===== src/common/pwm_unit_pkg.sv =====
package pwm_unit_pkg;

  // ----------------------------------------------------------------
  // Register offsets
  // ----------------------------------------------------------------
  localparam logic [7:0] ADDR_MODULATOR_CONTROL = 8'ha1;
  localparam logic [7:0] ADDR_DUTY_CH0 = 8'ha2;
  localparam logic [7:0] ADDR_DUTY_CH1 = 8'ha3;
  localparam logic [7:0] ADDR_DUTY_CH2 = 8'ha4;
  localparam logic [7:0] ADDR_DUTY_CH3 = 8'ha5;
  localparam logic [7:0] ADDR_FIFTH_PERIOD = 8'haa;
  localparam logic [7:0] ADDR_FIFTH_PULSE_WIDTH = 8'hab;
  localparam logic [7:0] ADDR_GROUP_DIVISOR_LOW = 8'hb1;
  localparam logic [7:0] ADDR_GROUP_DIVISOR_HIGH = 8'hb2;
  localparam logic [7:0] ADDR_FIFTH_DIVISOR_LOW = 8'hb3;
  localparam logic [7:0] ADDR_FIFTH_DIVISOR_HIGH = 8'hb4;

  // ----------------------------------------------------------------
  // Control register fields and reset values
  // ----------------------------------------------------------------
  localparam int BIT_GROUP_POLARITY = 7;
  localparam int BIT_FIFTH_POLARITY = 6;
  localparam int BIT_MODULATOR_ENABLE = 5;
  localparam int BIT_FIFTH_DRIVE_TYPE = 4;
  localparam int BIT_GROUP_DRIVE_LSB = 0;
  localparam logic [7:0] RESET_REG = 8'h00;
  localparam logic [7:0] UNMAPPED_READ = 8'h00;

  // ----------------------------------------------------------------
  // Timing: the unit ticks at half the system clock.
  // ----------------------------------------------------------------
  localparam int HALF_CLOCK_DIVIDE = 2;

  // ----------------------------------------------------------------
  // Bus carrier
  // ----------------------------------------------------------------
  typedef struct packed {
    logic [7:0] addr;
    logic [7:0] wdata;
    logic wr;
    logic rd;
  } bus_req_t;

  typedef enum logic [0:0] {
    FIFTH_IDLE,
    FIFTH_RUN
  } fifth_state_t;

endpackage


===== src/verilog/dual_prescaled_pwm_unit.sv =====
`timescale 1ns/1ps
module dual_prescaled_pwm_unit #(
  parameter int CHANNELS = 4
) (
  // Clock and reset
  input wire logic ref_clk,
  input wire logic rstn,
  // Register port
  input wire pwm_unit_pkg::bus_req_t busReq,
  output logic [7:0] rdata,
  // Group outputs, open-drain pins use the enable
  output logic [CHANNELS-1:0] groupOut,
  output logic [CHANNELS-1:0] groupOe,
  // Fifth channel output
  output logic fifthOut,
  output logic fifthOe
);
  import pwm_unit_pkg::*;

  // ----------------------------------------------------------------
  // Registers
  // ----------------------------------------------------------------
  logic [7:0] controlReg;
  logic [7:0] dutyReg [CHANNELS];
  logic [7:0] fifthPeriodReg;
  logic [7:0] fifthWidthReg;
  logic [15:0] groupDivisorReg;
  logic [15:0] fifthDivisorReg;

  logic groupPolarity;
  logic fifthPolarity;
  logic enable;
  logic fifthDriveType;
  logic [3:0] groupDriveType;
  assign groupPolarity = controlReg[BIT_GROUP_POLARITY];
  assign fifthPolarity = controlReg[BIT_FIFTH_POLARITY];
  assign enable = controlReg[BIT_MODULATOR_ENABLE];
  assign fifthDriveType = controlReg[BIT_FIFTH_DRIVE_TYPE];
  assign groupDriveType = controlReg[BIT_GROUP_DRIVE_LSB +: 4];

  always_ff @(posedge ref_clk) begin
    if (!rstn) begin
      controlReg <= RESET_REG;
      fifthPeriodReg <= RESET_REG;
      fifthWidthReg <= RESET_REG;
      groupDivisorReg <= {RESET_REG, RESET_REG};
      fifthDivisorReg <= {RESET_REG, RESET_REG};
      for (int i = 0; i < CHANNELS; i++) begin
        dutyReg[i] <= RESET_REG;
      end
    end else if (busReq.wr) begin
      unique case (busReq.addr)
        ADDR_MODULATOR_CONTROL: controlReg <= busReq.wdata;
        ADDR_FIFTH_PERIOD: fifthPeriodReg <= busReq.wdata;
        ADDR_FIFTH_PULSE_WIDTH: fifthWidthReg <= busReq.wdata;
        ADDR_GROUP_DIVISOR_LOW: groupDivisorReg[7:0] <= busReq.wdata;
        ADDR_GROUP_DIVISOR_HIGH: groupDivisorReg[15:8] <= busReq.wdata;
        ADDR_FIFTH_DIVISOR_LOW: fifthDivisorReg[7:0] <= busReq.wdata;
        ADDR_FIFTH_DIVISOR_HIGH: fifthDivisorReg[15:8] <= busReq.wdata;
        default: begin
          for (int i = 0; i < CHANNELS; i++) begin
            if (busReq.addr == ADDR_DUTY_CH0 + 8'(i)) begin
              dutyReg[i] <= busReq.wdata;
            end
          end
        end
      endcase
    end
  end

  // ----------------------------------------------------------------
  // Read port: data stand one cycle after the strobe, only then.
  // ----------------------------------------------------------------
  logic [7:0] readValue;
  always_comb begin
    readValue = UNMAPPED_READ;
    unique case (busReq.addr)
      ADDR_MODULATOR_CONTROL: readValue = controlReg;
      ADDR_FIFTH_PERIOD: readValue = fifthPeriodReg;
      ADDR_FIFTH_PULSE_WIDTH: readValue = fifthWidthReg;
      ADDR_GROUP_DIVISOR_LOW: readValue = groupDivisorReg[7:0];
      ADDR_GROUP_DIVISOR_HIGH: readValue = groupDivisorReg[15:8];
      ADDR_FIFTH_DIVISOR_LOW: readValue = fifthDivisorReg[7:0];
      ADDR_FIFTH_DIVISOR_HIGH: readValue = fifthDivisorReg[15:8];
      default: begin
        for (int i = 0; i < CHANNELS; i++) begin
          if (busReq.addr == ADDR_DUTY_CH0 + 8'(i)) begin
            readValue = dutyReg[i];
          end
        end
      end
    endcase
  end

  always_ff @(posedge ref_clk) begin
    if (!rstn) begin
      rdata <= 8'h00;
    end else if (busReq.rd) begin
      rdata <= readValue;
    end else begin
      rdata <= 8'h00;
    end
  end

  // ----------------------------------------------------------------
  // Half-clock tick shared by both prescalers.
  // ----------------------------------------------------------------
  logic halfTick_reg;
  always_ff @(posedge ref_clk) begin
    if (!rstn || !enable) begin
      halfTick_reg <= 1'b0;
    end else begin
      halfTick_reg <= ~halfTick_reg;
    end
  end

  // Prescaler step: returns 1 when the count reaches the divisor.
  function automatic logic divider_done(input logic [15:0] count, input logic [15:0] div);
    return count >= div;
  endfunction

  // Duty 00h and FFh are pinned levels. A plain compare would leave 00h low
  // throughout and let FFh stay high for 255 of the 256 counts.
  function automatic logic duty_level(input logic [7:0] duty, input logic [7:0] count);
    logic level;
    if (duty == 8'h00) begin
      level = 1'b1;
    end else if (duty == 8'hff) begin
      level = 1'b0;
    end else begin
      level = duty > count;
    end
    return level;
  endfunction

  // ----------------------------------------------------------------
  // Group prescaler and counter
  // ----------------------------------------------------------------
  logic [15:0] groupPrescale_reg;
  logic [7:0] groupCount_reg;
  logic groupStep;
  assign groupStep = halfTick_reg && divider_done(groupPrescale_reg, groupDivisorReg);
  always_ff @(posedge ref_clk) begin
    if (!rstn || !enable) begin
      groupPrescale_reg <= 16'h0000;
      groupCount_reg <= 8'h00;
    end else if (halfTick_reg) begin
      if (divider_done(groupPrescale_reg, groupDivisorReg)) begin
        groupPrescale_reg <= 16'h0000;
        groupCount_reg <= groupCount_reg + 8'h01;
      end else begin
        groupPrescale_reg <= groupPrescale_reg + 16'h0001;
      end
    end
  end

  // Polarity-adjusted level of each group channel, one flop ahead of the pin.
  logic [CHANNELS-1:0] groupLevel;
  always_comb begin
    for (int i = 0; i < CHANNELS; i++) begin
      groupLevel[i] = duty_level(dutyReg[i], groupCount_reg) ^ groupPolarity;
    end
  end

  // Disabled channels rest at the polarity level with every driver off.
  always_ff @(posedge ref_clk) begin
    if (!rstn) begin
      groupOut <= '0;
      groupOe <= '0;
    end else begin
      for (int i = 0; i < CHANNELS; i++) begin
        if (!enable) begin
          groupOut[i] <= groupPolarity;
        end else begin
          groupOut[i] <= groupLevel[i];
        end
        // Open drain drives only the low level; push-pull drives both.
        groupOe[i] <= enable && (groupDriveType[i % 4] || !groupLevel[i]);
      end
    end
  end

  // ----------------------------------------------------------------
  // Fifth channel
  // ----------------------------------------------------------------
  fifth_state_t fifthState_reg;
  logic [15:0] fifthPrescale_reg;
  logic [15:0] fifthDivActive_reg;
  logic [7:0] fifthCount_reg;
  logic [7:0] widthCompare_reg;
  logic [7:0] periodCompare_reg;
  logic fifthLevel_reg;
  logic fifthStep;
  assign fifthStep = halfTick_reg && divider_done(fifthPrescale_reg, fifthDivActive_reg);

  always_ff @(posedge ref_clk) begin
    if (!rstn || !enable) begin
      fifthState_reg <= FIFTH_IDLE;
      fifthPrescale_reg <= 16'h0000;
      fifthDivActive_reg <= 16'h0000;
      fifthCount_reg <= 8'h00;
      widthCompare_reg <= 8'h00;
      periodCompare_reg <= 8'h00;
      fifthLevel_reg <= 1'b1;
    end else begin
      unique case (fifthState_reg)
        FIFTH_IDLE: begin
          widthCompare_reg <= fifthWidthReg;
          periodCompare_reg <= fifthPeriodReg;
          fifthDivActive_reg <= fifthDivisorReg;
          fifthLevel_reg <= 1'b1;
          fifthState_reg <= FIFTH_RUN;
        end
        FIFTH_RUN: begin
          if (halfTick_reg) begin
            if (fifthStep) begin
              fifthPrescale_reg <= 16'h0000;
            end else begin
              fifthPrescale_reg <= fifthPrescale_reg + 16'h0001;
            end
          end
          if (fifthStep) begin
            if (fifthCount_reg == periodCompare_reg) begin
              fifthCount_reg <= 8'h00;
              fifthLevel_reg <= 1'b1;
              widthCompare_reg <= fifthWidthReg;
              periodCompare_reg <= fifthPeriodReg;
              fifthDivActive_reg <= fifthDivisorReg;
            end else begin
              fifthCount_reg <= fifthCount_reg + 8'h01;
              if (fifthCount_reg + 8'h01 >= widthCompare_reg) begin
                fifthLevel_reg <= 1'b0;
              end
            end
          end
        end
      endcase
    end
  end

  // The period compare relies on software keeping period nonzero.
  always_ff @(posedge ref_clk) begin
    if (!rstn) begin
      fifthOut <= 1'b0;
      fifthOe <= 1'b0;
    end else begin
      fifthOut <= (enable ? fifthLevel_reg : 1'b0) ^ fifthPolarity;
      fifthOe <= enable && (fifthDriveType
                 || !(fifthLevel_reg ^ fifthPolarity));
    end
  end

  // ----------------------------------------------------------------
  // Assertions
  // ----------------------------------------------------------------
  // Clocks since the last group counter step. A divisor write restarts the
  // gap, since a smaller divisor ends the running prescale at once.
  logic [17:0] groupGap_reg;
  always_ff @(posedge ref_clk) begin
    if (!rstn || !enable) begin
      groupGap_reg <= 18'h00000;
    end else if (groupStep) begin
      groupGap_reg <= 18'h00001;
    end else if (busReq.wr && (busReq.addr == ADDR_GROUP_DIVISOR_LOW
                 || busReq.addr == ADDR_GROUP_DIVISOR_HIGH)) begin
      groupGap_reg <= 18'h00000;
    end else begin
      groupGap_reg <= groupGap_reg + 18'h00001;
    end
  end

  AST_WRAP: assert property (@(posedge ref_clk) disable iff (!rstn)
    (halfTick_reg && groupPrescale_reg >= groupDivisorReg && groupCount_reg == 8'hff
     && enable) |=> groupCount_reg == 8'h00)
    else $error("Group counter did not wrap.");
  AST_HIGH: assert property (@(posedge ref_clk) disable iff (!rstn)
    (enable && !groupPolarity && dutyReg[2] != 8'hff && dutyReg[2] > groupCount_reg)
    |=> groupOut[2])
    else $error("Channel 2 not high.");
  AST_LOW: assert property (@(posedge ref_clk) disable iff (!rstn)
    (enable && !groupPolarity && dutyReg[2] != 8'h00 && dutyReg[2] <= groupCount_reg)
    |=> !groupOut[2])
    else $error("Channel 2 not low.");
  AST_ZERO: assert property (@(posedge ref_clk) disable iff (!rstn)
    (enable && !groupPolarity && dutyReg[0] == 8'h00) |=> groupOut[0])
    else $error("Duty zero not high.");
  AST_FULL: assert property (@(posedge ref_clk) disable iff (!rstn)
    (enable && !groupPolarity && dutyReg[1] == 8'hff) |=> !groupOut[1])
    else $error("Duty all ones not low.");
  AST_INVERT: assert property (@(posedge ref_clk) disable iff (!rstn)
    (enable && groupPolarity && dutyReg[2] != 8'hff && dutyReg[2] > groupCount_reg)
    |=> !groupOut[2])
    else $error("Polarity not inverted.");
  AST_GAP: assert property (@(posedge ref_clk) disable iff (!rstn)
    enable |-> groupGap_reg <= {1'b0, groupDivisorReg, 1'b0} + 18'h00002)
    else $error("Group step came too late.");
  AST_OE_DRAIN: assert property (@(posedge ref_clk) disable iff (!rstn)
    (enable && !groupDriveType[0]) |=> groupOe[0] == !groupOut[0])
    else $error("Open drain channel drove high.");
  AST_OE_PUSH: assert property (@(posedge ref_clk) disable iff (!rstn)
    (enable && groupDriveType[3]) |=> groupOe[3])
    else $error("Push-pull channel not driven.");
  AST_TICK: assert property (@(posedge ref_clk) disable iff (!rstn)
    halfTick_reg |=> !halfTick_reg)
    else $error("Half tick too fast.");
  AST_HOLD: assert property (@(posedge ref_clk) disable iff (!rstn)
    (!enable) |=> (groupCount_reg == 8'h00 && fifthCount_reg == 8'h00))
    else $error("Counters not held.");
  AST_OFF_OE: assert property (@(posedge ref_clk) disable iff (!rstn)
    (!enable) |=> (groupOe == '0 && !fifthOe))
    else $error("Disabled unit still drives.");

  // ----------------------------------------------------------------
  // Fifth channel assertions
  // ----------------------------------------------------------------
  AST_PERIOD: assert property (@(posedge ref_clk) disable iff (!rstn)
    (enable && fifthState_reg == FIFTH_RUN && fifthStep
     && fifthCount_reg == periodCompare_reg) |=> (fifthCount_reg == 8'h00 && fifthLevel_reg))
    else $error("Period end not handled.");
  AST_LOAD: assert property (@(posedge ref_clk) disable iff (!rstn)
    (enable && fifthState_reg == FIFTH_RUN && !(fifthStep
     && fifthCount_reg == periodCompare_reg)) |=> $stable(periodCompare_reg))
    else $error("Compare changed mid period.");
  AST_ENABLE_LOAD: assert property (@(posedge ref_clk) disable iff (!rstn)
    (enable && fifthState_reg == FIFTH_IDLE) |=> (periodCompare_reg == $past(fifthPeriodReg)
     && widthCompare_reg == $past(fifthWidthReg)))
    else $error("Compares not loaded at enable.");
  AST_FIFTH_LOW: assert property (@(posedge ref_clk) disable iff (!rstn)
    (enable && fifthState_reg == FIFTH_RUN && fifthCount_reg != 8'h00
     && fifthCount_reg >= widthCompare_reg) |-> !fifthLevel_reg)
    else $error("Fifth level high past width.");
  AST_FIFTH_HIGH: assert property (@(posedge ref_clk) disable iff (!rstn)
    (enable && fifthState_reg == FIFTH_RUN && fifthCount_reg < widthCompare_reg) |-> fifthLevel_reg)
    else $error("Fifth level low inside width.");
  AST_FIFTH_STEP: assert property (@(posedge ref_clk) disable iff (!rstn)
    (enable && fifthState_reg == FIFTH_RUN && fifthStep && fifthCount_reg != periodCompare_reg)
    |=> fifthCount_reg == $past(fifthCount_reg) + 8'h01)
    else $error("Fifth counter did not advance.");
  AST_FAST: assert property (@(posedge ref_clk) disable iff (!rstn)
    (enable && fifthState_reg == FIFTH_RUN && fifthDivActive_reg == 16'h0000 && halfTick_reg)
    |=> (fifthCount_reg != $past(fifthCount_reg) || fifthCount_reg == 8'h00))
    else $error("Divisor zero did not step every tick.");
  AST_FIFTH_DRAIN: assert property (@(posedge ref_clk) disable iff (!rstn)
    (enable && !fifthDriveType) |=> fifthOe == !fifthOut)
    else $error("Fifth open drain drove high.");
  AST_FIFTH_PUSH: assert property (@(posedge ref_clk) disable iff (!rstn)
    (enable && fifthDriveType) |=> fifthOe)
    else $error("Fifth push-pull not driven.");
  AST_FIFTH_POL: assert property (@(posedge ref_clk) disable iff (!rstn)
    (enable && fifthPolarity) |=> fifthOut != $past(fifthLevel_reg))
    else $error("Fifth polarity not inverted.");
  AST_FIFTH_OFF: assert property (@(posedge ref_clk) disable iff (!rstn)
    (!enable) |=> (fifthState_reg == FIFTH_IDLE && fifthPrescale_reg == 16'h0000
     && groupPrescale_reg == 16'h0000))
    else $error("Prescalers not held.");

  COV_WRAP: cover property (@(posedge ref_clk) groupCount_reg == 8'hff ##1 groupCount_reg == 8'h00);
  COV_PERIOD: cover property (@(posedge ref_clk) fifthStep && fifthCount_reg == periodCompare_reg);
  COV_FIFTH_LOW: cover property (@(posedge ref_clk) $fell(fifthLevel_reg));
  COV_INVERT: cover property (@(posedge ref_clk) enable && groupPolarity);
  COV_ENABLE_LOAD: cover property (@(posedge ref_clk) enable && fifthState_reg == FIFTH_IDLE);

endmodule

===== config.mk =====
export PLATFORM = sky130hd
export DESIGN_NAME = dual_prescaled_pwm_unit
export DESIGN_NICKNAME = d
export VERILOG_FILES = /design/src/common/pwm_unit_pkg.sv /design/src/verilog/dual_prescaled_pwm_unit.sv
export SDC_FILE = /design/constraint.sdc
export NUM_CORES = 1
export LEC_CHECK = 0
export BUFFER_PORTS_ARGS = -buffer_cell sky130_fd_sc_hd__buf_4
export CORE_ASPECT_RATIO = 0.9
export CORE_MARGIN = 2
export CORE_UTILIZATION = 59
export CTS_BUF_LIST = sky130_fd_sc_hd__clkbuf_8 sky130_fd_sc_hd__clkbuf_16
export DETAILED_ROUTE_END_ITERATION = 16
export PLACE_DENSITY_LB_ADDON = 0.25
export SETUP_SLACK_MARGIN = 0.05
export SYNTH_ARGS = -nofsm -noshare
export SYNTH_HDL_FRONTEND = slang
export SYNTH_SLANG_ARGS = --single-unit

===== constraint.sdc =====
create_clock -name ref_clk -period 3.2 [get_ports ref_clk]
set_clock_uncertainty 0.15 [all_clocks]
set_input_delay 0.32 -clock ref_clk [delete_from_list [all_inputs] [get_ports ref_clk]]
set_output_delay 0.32 -clock ref_clk [all_outputs]
set_load 0.03 [all_outputs]

==> key figures <==
Synthesis
  – Synth unique cells: 57
  – Ys flop type: dfxtp_1
  – Post-synth EDFFs: 32
  – #FFs+latches synth: 189
  – Synth Cell Area: 10,400 µm²
  – Syn Nets: 1,293
  – Asr flop ratio synth: 0
  – Post-Syn Area per Cell: 8.67 µm²
  – Syn Inst Count: 1,197
  – Synth Warn #: 0
  – Seq/Total Area, Yosys: 0.395

Die
  – Row count: 46
  – Die Area: 18,700 µm²
  – Die X: 144 µm
  – Vert. Die Dim: 130 µm
  – Core ar.: 17,400 µm²
  – I/O pin count: 38
  – Initial Utilization: 0.595

Layout
  – Design area: 11,500 µm²
  – Share of post-route cells with drive strength above 1: 0.0811
  – Final net count: 1,292
  – Area of the multi-input gates: 5760 µm²
  – ANT cells: 0
  – Seq. cell area: 4110 µm²
  – Max reg flops: 32
  – Commonest non-fill, non-tap cell in the layout: dfxtp_1
  – Commonest cells after routing, fill and taps aside: 156 x dfxtp_1, 135 x nand2_1, 105 x nor2_1
  – Area Growth Syn to Fin: 10.4%
  – Core Util, Final: 0.657
  – Top reg by flops: dutyReg
  – Number of fill cells: 1,449

Clock network
  – Clock Root Buffer: clkbuf_16
  – CTS tree: yes
  – Hold buffers post-CTS: 0
  – CTS clk-pin slew, worst paths: 0.07 ns
  – Sink Count: 189
  – Num CTS Buffers: 17
  – Postcts setup bufs: 0
  – # resized after CTS: 0
  – Clock H-tree levels: 4
  – CTS Buffer Depth: 2
  – Skew-Pair Late Insertion Delay: 0.44 ns

Placement
  – Post-DP HPWL: 18,400 µm
  – GP Congestion: 0.938
  – Buffers on Ports: 37
  – Placed inst area: 10,800 µm²

Global route
  – Initial antenna violation count: 0
  – Remaining Overflow, GRT: 0
  – Largest net degree at the start of global routing: 75
  – GRT Util Overall: 0.283
  – First-pass GRT wire length: 40,900 µm
  – Vias in the first global route: 7,979

Setup path
  – CP Capture Type: flop
  – Worst R2R Setup Slack: 0.40 ns
  – Worst Setup Start Kind: flop
  – WP data required: 3.38 ns
  – Worst EP arrival: 2.98 ns
  – CP Launch Point: fifthPrescale_reg[0]
  – R2R Path Start: fifthPrescale_reg[0]
  – Worst setup path endpoint: periodCompare_reg[4]
  – Critical Setup Path Class: flop to flop
  – FF-to-FF path depth: 9
  – Reg2reg end: periodCompare_reg[4]
  – Crit path max fanout: 65

Routing
  – Routed Antenna Nets: 0
  – Residual DRC: 0
  – DRT Pass-1 Iters: 5
  – Via count: 8,739
  – Via density: 6.04
  – Avg WL per Cell: 17.8 µm
  – WL final: 25,800 µm
  – Starting DRC count in detailed routing: 794

Timing
  – Final setup viols: 0
  – Pins Over Slew Limit: 0
  – RSZ-0062 raised after global routing: no
  – Final TNS setup: 0 ns
  – Hold Fails Final Rpt: 0
  – Final Cycle Share: 0.875
  – Hold_ws: 0.0708 ns
  – Worst slew margin: 0.490
  – Fin crit period: 2.80 ns
  – Slew @ Worst Pin: 0.764 ns
  – Peak Freq: 357 MHz

Pwr
  – Leak: 4.49 nW
  – Power per cell area: 444 nW/µm²
  – Worst VDD drop: 0.000354 V
  – Overall Power: 5.09 mW

Min path
  – Min-Delay Path Class: input pin to flop

Status
  – Status: finished clean

Flow run
  – Max-Cap Viols: 0
## kinds of logic (layout without fill, tap and decap cells)
logic type      count (synthesis)  in the layout  share of synthesized area
compound gates                241            241                      0.152
mux                            54             54                     0.0551
xor+xnor                       50             50                     0.0422
flops                         189            189                      0.395
buf+inv                       132            143                     0.0508
simple gates                  455            455                      0.213
fa+ha+maj                      76             76                     0.0916
## Yosys cell counts, types with 2 or more instances
library cell / instances / area (µm²)
mux2i_1: 47 / 470
a21o_1: 10 / 75.1
a41o_1: 32 / 320
and4_1: 6 / 52.6
nand4b_1: 5 / 43.8
edfxtp_1: 32 / 961
nand2_1: 135 / 507
buf_6: 2 / 22.5
clkbuf_1: 57 / 214
nor2_1: 105 / 394
nor3_1: 18 / 90.1
a22oi_1: 9 / 67.6
o21a_1: 2 / 15.0
nor4_1: 10 / 62.6
o31a_1: 2 / 17.5
inv_1: 59 / 221
o211ai_1: 9 / 67.6
o32ai_1: 5 / 43.8
xor2_1: 18 / 158
a221oi_1: 3 / 26.3
buf_2: 11 / 55.1
ha_1: 76 / 951
o22ai_1: 3 / 18.8
and3_1: 12 / 75.1
nand4_1: 29 / 181
a21boi_1: 8 / 60.1
mux4_2: 2 / 45.0
or2_2: 2 / 12.5
nand3_1: 56 / 280
xnor2_1: 32 / 280
nand2b_1: 11 / 68.8
o21ai_0: 38 / 190
o21ai_1: 2 / 10.0
nor2b_1: 41 / 257
or3_1: 6 / 37.5
dfxtp_1: 157 / 3140
mux2_2: 5 / 56.3
a21oi_1: 93 / 465
a21boi_0: 17 / 128
and2_1: 13 / 81.3
## critical path: stages (launching register included)
cell       delay (ns)
dfxtp_1          0.40
inv_1            0.06
ha_1             0.28
nand2b_1         0.14
a2111oi_0        0.49
nor4b_2          0.15
o311ai_4         0.32
buf_12           0.30
a21oi_1          0.14
a41o_1           0.25
## per-layer routing
metal  global-route usage  wire (µm)
met1                0.392      11300
met2                0.437      11700
met3               0.0591       2190
met4                0.109        622
met5                    0          0
## metrics by stage
stage                     std cells  worst slack [ns]
after floorplan                1197             0.685
after global placement         1417             0.560
after detailed placement       1417             0.451
after CTS                      1448             0.386
after global routing           1448             0.168
final                          1448             0.398
## worst min-delay path by stage
stage / from / to / slack (ns) / cells past startpoint
after global routing: busReq[8] / groupDivisorReg[14] / 0.08 / 3
after CTS: busReq[6] / groupDivisorReg[12] / 0.05 / 3
after floorplan: groupDivisorReg[12] / groupDivisorReg[12] / 0.29 / 2
after global placement: groupDivisorReg[12] / groupDivisorReg[12] / 0.29 / 2
after detailed placement: groupDivisorReg[12] / groupDivisorReg[12] / 0.30 / 2
final: busReq[6] / groupDivisorReg[12] / 0.07 / 3
## final cells by class
class / instances / area share
clock buffers: 19 / 0.0405
well taps: 240 / 0.0262
multi-input cells: 876 / 0.503
inverters: 60 / 0.0196
flip-flops and latches: 189 / 0.358
repair buffers: 52 / 0.0351
clock inverters: 12 / 0.0179
## where the power goes
part	leakage, nW	switching [mW]	internal (mW)
clock	0.321	0.943	1.46
combinational	2.60	0.135	0.0811
sequential	1.57	0.0325	2.44
total	4.49	1.11	3.97
Power figures use the tool's default switching activity.
